<file path="src/pump_consts.vh">
`ifndef PUMP_SUPERVISOR_CONSTS_VH
`define PUMP_SUPERVISOR_CONSTS_VH
// =====================================================================
// clock and time base
`define CLK_HZ 100000000
`define TICK_MS 100
`define TICK_CYCLES ((`CLK_HZ / 1000) * `TICK_MS)
`define TICK_CNT_W 24
`define TIME_W 14
// =====================================================================
// register map (word offsets are byte addresses)
`define REG_CTRL 8'h00
`define REG_VALID_TIME 8'h04
`define REG_VERIFY_TIME 8'h08
`define REG_HOLDOFF 8'h0c
`define REG_DEADLINE 8'h10
`define REG_SPEED_FLOOR 8'h14
`define REG_STATUS 8'h18
`define REG_ALARM 8'h1c
// =====================================================================
// field positions and widths
`define CTRL_FLOW_EN 0
`define CTRL_SPEED_EN 1
`define CTRL_CLR_TRIP 2
`define ST_VERIFYING 0
`define ST_RUNNING 1
`define ST_TRIPPED 2
`define ST_STATE_LSB 4
`define SPEED_W 16
`define ALARM_W 8
// =====================================================================
// reset values and limits; times in tenths of a second
`define RST_VALID_TIME 14'd100
`define RST_VERIFY_TIME 14'd150
`define RST_HOLDOFF 14'd0
`define RST_DEADLINE 14'd300
`define RST_SPEED_FLOOR 16'h0000
`define MIN_TIME 14'd1
`define MAX_VALID_TIME 14'd9990
`define MAX_VERIFY_TIME 14'd2550
// =====================================================================
// alarm codes
`define ALARM_NONE 8'h00
`define ALARM_NO_FLOW 8'h5c
`define ALARM_LOW_SPEED 8'h5d
`endif

</file>
<file path="src/pump_start_flow_supervisor.v">
// Our own choices: the address map and the Wishbone register port.
`timescale 1ns/1ns
`include "pump_consts.vh"
// What this block does
// - On start, a validation timer runs and flow-confirm must go active before it ends (0.1 to 999.0 s).
// - After flow is seen, a verification period runs, the input is sampled again at its end, then running starts.
// - Flow-confirm dropping during validation or verification trips with no-flow alarm 92.
// - Flow counts as confirmed only if still active at the end of verification (0.1 to 255.0 s, default 15).
// - A flow-verifying indication goes to the operator panel while the flow monitor is active.
// - Flow supervision applies only when a digital input is assigned the flow-confirm function.
// - The block trips if speed has not reached the trip-speed floor before the start-speed deadline.
// - Hold-off and start-speed deadline timers both start at the start command.
// - With speed supervision on, if hold-off is at or above the deadline, the block never enters running.
// - In normal operation, speed below the trip-speed floor trips, whatever lowered it.
module pump_start_flow_supervisor (
  input wire ref_clk,
  input wire rst_b,
  input wire wb_cyc_i,
  input wire wb_stb_i,
  input wire wb_we_i,
  input wire [7:0] wb_adr_i,
  input wire [3:0] wb_sel_i,
  input wire [31:0] wb_dat_i,
  output reg [31:0] wb_dat_o,
  output reg wb_ack_o,
  input wire start_pin,
  input wire stop_pin,
  input wire flow_confirm_pin,
  input wire [`SPEED_W-1:0] motor_speed,
  output reg ramp_enable,
  output reg run_normal,
  output reg flow_verifying,
  output reg trip,
  output reg [`ALARM_W-1:0] alarm_code
);
  // =====================================================================
  // states
  localparam [2:0] S_IDLE = 3'd0;
  localparam [2:0] S_VALIDATE = 3'd1;
  localparam [2:0] S_VERIFY = 3'd2;
  localparam [2:0] S_SPEEDUP = 3'd3;
  localparam [2:0] S_RUN = 3'd4;
  localparam [2:0] S_TRIP = 3'd5;

  // clamp a written time into its legal range
  function [`TIME_W-1:0] clamp_time;
    input [31:0] v;
    input [`TIME_W-1:0] hi;
    begin
      if (v < {18'h00000, `MIN_TIME})
        clamp_time = `MIN_TIME;
      else if (v > {18'h00000, hi})
        clamp_time = hi;
      else
        clamp_time = v[`TIME_W-1:0];
    end
  endfunction

  // supervision is live in every state but idle and trip; the common
  // start timer and the stop path both key off this
  function supervising;
    input [2:0] st;
    begin
      supervising = (st != S_IDLE) && (st != S_TRIP);
    end
  endfunction

  // =====================================================================
  // synchronised pins and time base
  localparam N_PINS = 3;
  wire start_s;
  wire stop_s;
  wire flow_s;
  wire tick;
  wire [N_PINS-1:0] pin_raw;
  wire [N_PINS-1:0] pin_s;

  // pins are gathered into one vector so a single loop synchronises them
  assign pin_raw = {flow_confirm_pin, stop_pin, start_pin};
  assign start_s = pin_s[0];
  assign stop_s = pin_s[1];
  assign flow_s = pin_s[2];

  // every pin crosses into the clock domain through its own two-flop stage;
  // this costs two cycles of latency on start, stop and flow alike
  genvar gi;
  generate
    for (gi = 0; gi < N_PINS; gi = gi + 1) begin : g_pin_sync
      sync2 u_sync2 (
        .ref_clk(ref_clk),
        .rst_b(rst_b),
        .din(pin_raw[gi]),
        .dout(pin_s[gi])
      );
    end
  endgenerate

  // tenth-second enable shared by every supervision timer
  tick_divider u_tick_divider (
    .ref_clk(ref_clk),
    .rst_b(rst_b),
    .tick(tick)
  );

  // =====================================================================
  // registers
  reg flow_en_q;
  reg speed_en_q;
  reg [`TIME_W-1:0] valid_time_q;
  reg [`TIME_W-1:0] verify_time_q;
  reg [`TIME_W-1:0] holdoff_q;
  reg [`TIME_W-1:0] deadline_q;
  reg [`SPEED_W-1:0] speed_floor_q;
  reg [2:0] state_q;
  reg [`TIME_W-1:0] phase_cnt_q;
  reg [`TIME_W-1:0] start_cnt_q;
  reg start_d1_q;
  reg clr_trip_q;

  wire wr_en = wb_cyc_i && wb_stb_i && wb_we_i && !wb_ack_o && (&wb_sel_i);
  wire rd_en = wb_cyc_i && wb_stb_i && !wb_we_i && !wb_ack_o;
  wire start_evt = start_s && !start_d1_q;
  wire holdoff_done = start_cnt_q >= holdoff_q;
  wire deadline_hit = start_cnt_q >= deadline_q;
  wire below_floor = motor_speed < speed_floor_q;

  // status and control words; bit positions come from the header
  reg [31:0] status_word;
  reg [31:0] ctrl_word;
  always @* begin
    status_word = 32'h00000000;
    status_word[`ST_VERIFYING] = flow_verifying;
    status_word[`ST_RUNNING] = run_normal;
    status_word[`ST_TRIPPED] = trip;
    status_word[`ST_STATE_LSB +: 3] = state_q;
    ctrl_word = 32'h00000000;
    ctrl_word[`CTRL_FLOW_EN] = flow_en_q;
    ctrl_word[`CTRL_SPEED_EN] = speed_en_q;
  end

  // bus answer: ack one cycle after the request and low for a cycle after it;
  // read data is registered at the same edge so it stands while ack is high
  always @(posedge ref_clk) begin
    if (!rst_b) begin
      wb_ack_o <= 1'b0;
      wb_dat_o <= 32'h00000000;
    end else begin
      wb_ack_o <= wb_cyc_i && wb_stb_i && !wb_ack_o;
      if (rd_en) begin
        case (wb_adr_i)
          `REG_CTRL: wb_dat_o <= ctrl_word;
          `REG_VALID_TIME: wb_dat_o <= {18'h00000, valid_time_q};
          `REG_VERIFY_TIME: wb_dat_o <= {18'h00000, verify_time_q};
          `REG_HOLDOFF: wb_dat_o <= {18'h00000, holdoff_q};
          `REG_DEADLINE: wb_dat_o <= {18'h00000, deadline_q};
          `REG_SPEED_FLOOR: wb_dat_o <= {16'h0000, speed_floor_q};
          `REG_STATUS: wb_dat_o <= status_word;
          `REG_ALARM: wb_dat_o <= {24'h000000, alarm_code};
          default: wb_dat_o <= 32'h00000000;
        endcase
      end
    end
  end

  // =====================================================================
  // settings; partial writes are ignored, unmapped writes are acked and dropped
  always @(posedge ref_clk) begin
    if (!rst_b) begin
      flow_en_q <= 1'b0;
      speed_en_q <= 1'b0;
      clr_trip_q <= 1'b0;
      valid_time_q <= `RST_VALID_TIME;
      verify_time_q <= `RST_VERIFY_TIME;
      holdoff_q <= `RST_HOLDOFF;
      deadline_q <= `RST_DEADLINE;
      speed_floor_q <= `RST_SPEED_FLOOR;
    end else begin
      // clear-trip is a one-cycle pulse
      clr_trip_q <= 1'b0;
      if (wr_en) begin
        case (wb_adr_i)
          `REG_CTRL: begin
            flow_en_q <= wb_dat_i[`CTRL_FLOW_EN];
            speed_en_q <= wb_dat_i[`CTRL_SPEED_EN];
            clr_trip_q <= wb_dat_i[`CTRL_CLR_TRIP];
          end
          `REG_VALID_TIME: valid_time_q <= clamp_time(wb_dat_i, `MAX_VALID_TIME);
          `REG_VERIFY_TIME: verify_time_q <= clamp_time(wb_dat_i, `MAX_VERIFY_TIME);
          `REG_HOLDOFF: holdoff_q <= wb_dat_i[`TIME_W-1:0];
          `REG_DEADLINE: deadline_q <= wb_dat_i[`TIME_W-1:0];
          `REG_SPEED_FLOOR: speed_floor_q <= wb_dat_i[`SPEED_W-1:0];
          default: ;
        endcase
      end
    end
  end

  // =====================================================================
  // supervision sequencer; time counts in 100 ms ticks
  always @(posedge ref_clk) begin
    if (!rst_b) begin
      state_q <= S_IDLE;
      phase_cnt_q <= {`TIME_W{1'b0}};
      start_cnt_q <= {`TIME_W{1'b0}};
      start_d1_q <= 1'b0;
      ramp_enable <= 1'b0;
      run_normal <= 1'b0;
      flow_verifying <= 1'b0;
      alarm_code <= `ALARM_NONE;
    end else begin
      start_d1_q <= start_s;
      if (tick && supervising(state_q) && start_cnt_q != {`TIME_W{1'b1}})
        start_cnt_q <= start_cnt_q + 1'b1;
      if (tick && phase_cnt_q != {`TIME_W{1'b1}})
        phase_cnt_q <= phase_cnt_q + 1'b1;
      // ramp only after hold-off; with speed supervision on, never if hold-off reaches the deadline
      ramp_enable <= speed_en_q ? (holdoff_done && holdoff_q < deadline_q) : holdoff_done;
      case (state_q)
        S_IDLE: begin
          ramp_enable <= 1'b0;
          if (start_evt && !stop_s) begin
            start_cnt_q <= {`TIME_W{1'b0}};
            phase_cnt_q <= {`TIME_W{1'b0}};
            // flow check only when an input is assigned
            if (flow_en_q) begin
              state_q <= S_VALIDATE;
              flow_verifying <= 1'b1;
            end else
              state_q <= S_SPEEDUP;
          end
        end
        S_VALIDATE: begin
          if (flow_s) begin
            state_q <= S_VERIFY;
            phase_cnt_q <= {`TIME_W{1'b0}};
          end else if (phase_cnt_q >= valid_time_q) begin
            state_q <= S_TRIP;
            alarm_code <= `ALARM_NO_FLOW;
          end
        end
        S_VERIFY: begin
          if (!flow_s) begin
            state_q <= S_TRIP;
            alarm_code <= `ALARM_NO_FLOW;
          end else if (phase_cnt_q >= verify_time_q) begin
            state_q <= S_SPEEDUP;
            flow_verifying <= 1'b0;
          end
        end
        S_SPEEDUP: begin
          if (speed_en_q && deadline_hit && (below_floor || holdoff_q >= deadline_q)) begin
            state_q <= S_TRIP;
            alarm_code <= `ALARM_LOW_SPEED;
          end else if (holdoff_done && (!speed_en_q || (!below_floor && holdoff_q < deadline_q))) begin
            state_q <= S_RUN;
            run_normal <= 1'b1;
          end
        end
        S_RUN: begin
          if (speed_en_q && below_floor) begin
            state_q <= S_TRIP;
            run_normal <= 1'b0;
            alarm_code <= `ALARM_LOW_SPEED;
          end
        end
        S_TRIP: begin
          ramp_enable <= 1'b0;
          if (clr_trip_q) begin
            state_q <= S_IDLE;
            alarm_code <= `ALARM_NONE;
          end
        end
        default: state_q <= S_IDLE;
      endcase
      if (state_q == S_TRIP || (state_q != S_IDLE && stop_s))
        flow_verifying <= 1'b0;
      if (stop_s && supervising(state_q)) begin
        state_q <= S_IDLE;
        run_normal <= 1'b0;
        ramp_enable <= 1'b0;
        alarm_code <= `ALARM_NONE; // a trip decided in the same cycle loses to stop
        start_cnt_q <= {`TIME_W{1'b0}};
        phase_cnt_q <= {`TIME_W{1'b0}};
      end
    end
  end

  // =====================================================================
  // trip output
  // trip level follows state: it rises a cycle after the trip state and
  // falls on the same edge as the alarm code, so it never shows a blank alarm
  always @(posedge ref_clk) begin
    if (!rst_b)
      trip <= 1'b0;
    else
      trip <= (state_q == S_TRIP) && !clr_trip_q;
  end
endmodule // pump_start_flow_supervisor

</file>
<file path="src/sync2.v">
`timescale 1ns/1ns
// =====================================================================
// two-flop synchroniser for pin inputs
module sync2 (
  input wire ref_clk,
  input wire rst_b,
  input wire din,
  output reg dout
);
  reg meta_q;
  // first flop feeds only the second
  always @(posedge ref_clk) begin
    if (!rst_b) begin
      meta_q <= 1'b0;
      dout <= 1'b0;
    end else begin
      meta_q <= din;
      dout <= meta_q;
    end
  end
endmodule // sync2

</file>
<file path="src/tick_divider.v">
`timescale 1ns/1ns
`include "pump_consts.vh"
// =====================================================================
// tenth-second time base
module tick_divider (
  input wire ref_clk,
  input wire rst_b,
  output reg tick
);
  reg [`TICK_CNT_W-1:0] cnt_q;
  // terminal count cut to the counter width on purpose
  localparam integer TICK_LAST_I = `TICK_CYCLES - 1;
  localparam [`TICK_CNT_W-1:0] TICK_LAST = TICK_LAST_I[`TICK_CNT_W-1:0];
  // free-running divider; one-cycle enable every 100 ms
  always @(posedge ref_clk) begin
    if (!rst_b) begin
      cnt_q <= {`TICK_CNT_W{1'b0}};
      tick <= 1'b0;
    end else if (cnt_q == TICK_LAST) begin
      cnt_q <= {`TICK_CNT_W{1'b0}};
      tick <= 1'b1;
    end else begin
      cnt_q <= cnt_q + 1'b1;
      tick <= 1'b0;
    end
  end
endmodule // tick_divider
</file>
<file path="config.mk">
export PLATFORM = sky130hd
export DESIGN_NAME = pump_start_flow_supervisor
export DESIGN_NICKNAME = d
export VERILOG_FILES = /design/src/pump_start_flow_supervisor.v /design/src/sync2.v /design/src/tick_divider.v
export VERILOG_INCLUDE_DIRS = /design/src
export SDC_FILE = /design/constraint.sdc
export NUM_CORES = 1
export LEC_CHECK = 0
export BUFFER_PORTS_ARGS = -buffer_cell sky130_fd_sc_hd__buf_2
export CAP_MARGIN = 20
export CORE_UTILIZATION = 40
export DETAILED_ROUTE_END_ITERATION = 8
export PLACE_DENSITY = 0.7
export RECOVER_POWER = 25
export SLEW_MARGIN = 10
export SYNTH_ARGS = -nofsm -noshare
export SYNTH_HDL_FRONTEND = slang
export SYNTH_SLANG_ARGS = --single-unit
</file>
<file path="constraint.sdc">
create_clock -name ref_clk -period 5.55 [get_ports ref_clk]
set_clock_uncertainty 0.2 [all_clocks]
set_input_delay 0.555 -clock ref_clk [delete_from_list [all_inputs] [get_ports ref_clk]]
set_output_delay 0.555 -clock ref_clk [all_outputs]
set_load 0.01 [all_outputs]
</file>
==> results.py <==
metrics = {
    "status": {
        "status": "finished, violations left",
        "violations": "max-capacitance violations, max-slew violations",
    },
    "logic_synthesis": {
        "syn_inst": 1108,
        "async_flop_share_pct": 0,
        "synthFlopType": "dfxtp_1",
        "synth_area_leaders": "dfxtp_1 35%, ha_1 12%, nor2_1 6.5%, mux2i_1 5.9%, nand2_1 3.3%",
        "syn_area_per_cell_sq_um": 8.395,
        "ys_seq_area_share_pct": 34.65,
        "yosysTopAreaCellShare_pct": 34.65,
        "synth.largest_area_cell": "dfxtp_1",
        "yosysWarnings": 0,
        "synth_edf_count": 0,
        "yosys_register_bits": 161,
        "synth_area_sq_mm": 0.009301,
        "synth_cell_types": 68,
    },
    "global_routing": {
        "grt_pass1_wl_mm": 40.44,
        "track_usage_pct": 21.58,
        "grt_pass1_vias": 7573,
        "grt_max_degree": 82,
        "grt-ovfl-total": 0,
        "antenna_found_initial": 0,
    },
    "cts": {
        "clock_path_buffers": 2,
        "clock-sinks": 161,
        "numCtsBuffers": 17,
        "cts_resized": 0,
        "clkLatencyLatePin_ps": 440,
        "hold_buffers": 0,
        "cts_root_buf": "clkbuf_16",
        "cts-htree-levels": 4,
        "clkTransAtPathRegs_ps": 70,
        "cts_tree": "done",
        "cts_setup_buffers": 0,
    },
    "floorplan": {
        "dieArea_sq_mm": 0.02387,
        "core.rowCount": 55,
        "die_h_microns": 154.5,
        "fp.dieW_microns": 154.5,
        "start_util_pct": 40.96,
        "coreArea_sq_mm": 0.02271,
        "pin_count": 113,
    },
    "route": {
        "vias": 8115,
        "dr.first_iter.drc_count": 597,
        "viasPerCell": 5.532,
        "drtPass1Iterations": 5,
        "drc_errors": 0,
        "wire_per_inst_microns": 17.39,
        "wl_mm": 25.51,
        "ant_nets": 0,
    },
    "job": {
        "maxCapViolations": 1,
    },
    "setup_path": {
        "r2r-start": "speed_floor_q[10]",
        "cp_max_fo": 81,
        "r2r_setup_slack_ps": 2330,
        "reg2regPathDepth": 10,
        "endpoint": "valid_time_q[0]",
        "worstSetupStartpointType": "primary input",
        "cpMostUsedCell": "clkbuf_1",
        "timing.rr.end": "state_q[1]",
        "cp-startpoint": "rst_b",
        "end_kind": "flip-flop",
        "crit_path_cell_trace": "clkbuf_1 > clkinv_1 > clkbuf_1 > nor3_1",
        "max_stage_delay_ps": 2580,
        "criticalPathCategory": "in2reg",
        "slowest_stage": "clkbuf_1",
        "required_ps": 5490,
        "critPathArrivalTime_ps": 4170,
    },
    "place": {
        "port-buffer-count": 93,
        "dpl-instance-area_sq_mm": 0.009849,
        "gp_congestion": 0.9229,
        "dp_hpwl_mm": 19.09,
    },
    "timing": {
        "period_needed_ps": 4226,
        "relSlewSlack_pct": -144.0,
        "fmax_ghz": 0.2366,
        "tns_ps": 0,
        "setup_viol": 0,
        "rsz0062_at_grt": "no",
        "tightest_slew_ps": 3660,
        "hold_violations": 0,
        "post-route-period-util_pct": 76.15,
        "drv_slew": 82,
    },
    "layout": {
        "fillers": 2201,
        "area_growth_pct": 12.04,
        "final_common_cell": "dfxtp_1",
        "layout-drive-gt1-share_pct": 10.15,
        "final_cell_mix": "161 x dfxtp_1, 160 x nor2_1, 88 x ha_1",
        "n_antenna_cell": 0,
        "fin_nets": 1325,
        "finalInstanceArea_sq_mm": 0.01042,
    },
    "power": {
        "power_density_mw_per_mm2": 268.8,
        "vdd_ir_drop_max_v": 0.0001815,
        "power.leakage_nw": 4.304,
    },
    "worst_hold_path": {
        "hp-start": "start_pin",
        "hold_path_class": "in2reg",
    },
}
==> power breakdown <==
group          switching [mW]  leakage, nW  internal (mW)
Sequential             0.0654         1.30           1.18
Combinational           0.212         2.71          0.127
Clock                   0.563        0.297          0.650
Total                   0.840         4.30           1.96
==> worst max-delay path, delay by kind of cell <==
| kind | cells | cell delay, ps |
|---|---|---|
| and+or+nand+nor | 1 | 260 |
| buffers and inverters | 3 | 3320 |
==> per-layer routing <==
| layer | share of wire [%] | wire [microns] | vias to the layer above | GRT usage [%] |
|---|---|---|---|---|
| met2 | 46 | 11750 | 310 | 35.75 |
| met3 | 7.1 | 1814 | 64 | 3.867 |
| met5 | 0 | 0 | - | 0 |
| li1 | - | - | 3961 | - |
| met4 | 4.0 | 1009 | 0 | 10.28 |
| met1 | 43 | 10930 | 3780 | 27.14 |
==> layout make-up <==
cell class,count,area (sq um),share of cell area (%)
repair buffers,97,457.9,4.394
clock buffers,17,425.4,4.082
flip-flops and latches,161,3223,30.93
inverters,82,307.8,2.954
multi-input cells,810,5466,52.46
well taps,285,356.6,3.422
clock inverters,15,183.9,1.765
==> cells by family (layout without fill, tap and decap cells) <==
group	count (synthesis)	in the layout	share of synthesized area (%)
multiplexers	62	62	7.614
buffers and inverters	155	211	7.385
AND/OR/NAND/NOR	414	414	21.03
other	1	19	0.04032
AO/OA/AOI/OAI	180	180	13.02
flip-flops	161	161	34.65
adder cells (fa/ha/maj)	88	88	11.84
XOR/XNOR	47	47	4.426
==> registers in the layout, summed over array words and instances, names as in the netlist, 2 cells and up <==
register,flops
deadline_q,14
u_tick_divider.cnt_q,24
start_cnt_q,14
g_pin_sync.u_sync2.meta_q,3
holdoff_q,14
phase_cnt_q,14
alarm_code,2
verify_time_q,14
state_q,3
speed_floor_q,16
valid_time_q,14
g_pin_sync.u_sync2.dout,3
wb_dat_o,16
==> per-stage QoR <==
| step | setup slack [ps] | total power, mW | util, % | hold slack [ps] | cells |
|---|---|---|---|---|---|
| floorplan | 2932 | 1.507 | - | 211.9 | 1126 |
| global placement | 2140 | 1.606 | 43.37 | 214.9 | 1435 |
| detailed placement | 2055 | 1.610 | 43.37 | 222.9 | 1435 |
| CTS | 2304 | 2.817 | 46.06 | 119.8 | 1467 |
| global route | 1042 | 2.900 | 45.89 | 144.0 | 1467 |
| finish | 1324 | 2.801 | 45.89 | 135.6 | 1467 |
==> synthesized netlist by cell type, types with 5 or more instances <==
cell type	instances
mux4_2	7
nor2b_1	6
nor4_1	12
a221oi_1	18
and2_1	10
o21a_1	5
o211ai_1	6
ha_1	88
clkbuf_1	35
nand4_1	20
a21o_1	17
mux2i_1	55
dfxtp_1	161
nand3_1	41
xor2_1	32
nor3_1	29
o21ai_0	36
a211oi_1	9
nand2_1	82
buf_2	10
xnor2_1	15
a21oi_1	45
nand2b_1	13
nor2_1	160
inv_1	81
buf_4	22
a22o_1	8
and4_1	7
and3_1	16
==> worst min-delay path by stage <==
stage / endpoint / depth (start not counted)
final: g_pin_sync[0].u_sync2.meta_q / 2
after CTS: g_pin_sync[0].u_sync2.meta_q / 2
after global routing: g_pin_sync[1].u_sync2.meta_q / 2
after floorplan: g_pin_sync[0].u_sync2.dout / 1
after detailed placement: g_pin_sync[1].u_sync2.dout / 1
after global placement: g_pin_sync[1].u_sync2.dout / 1
No activity file was read; power rests on OpenSTA's default activity.
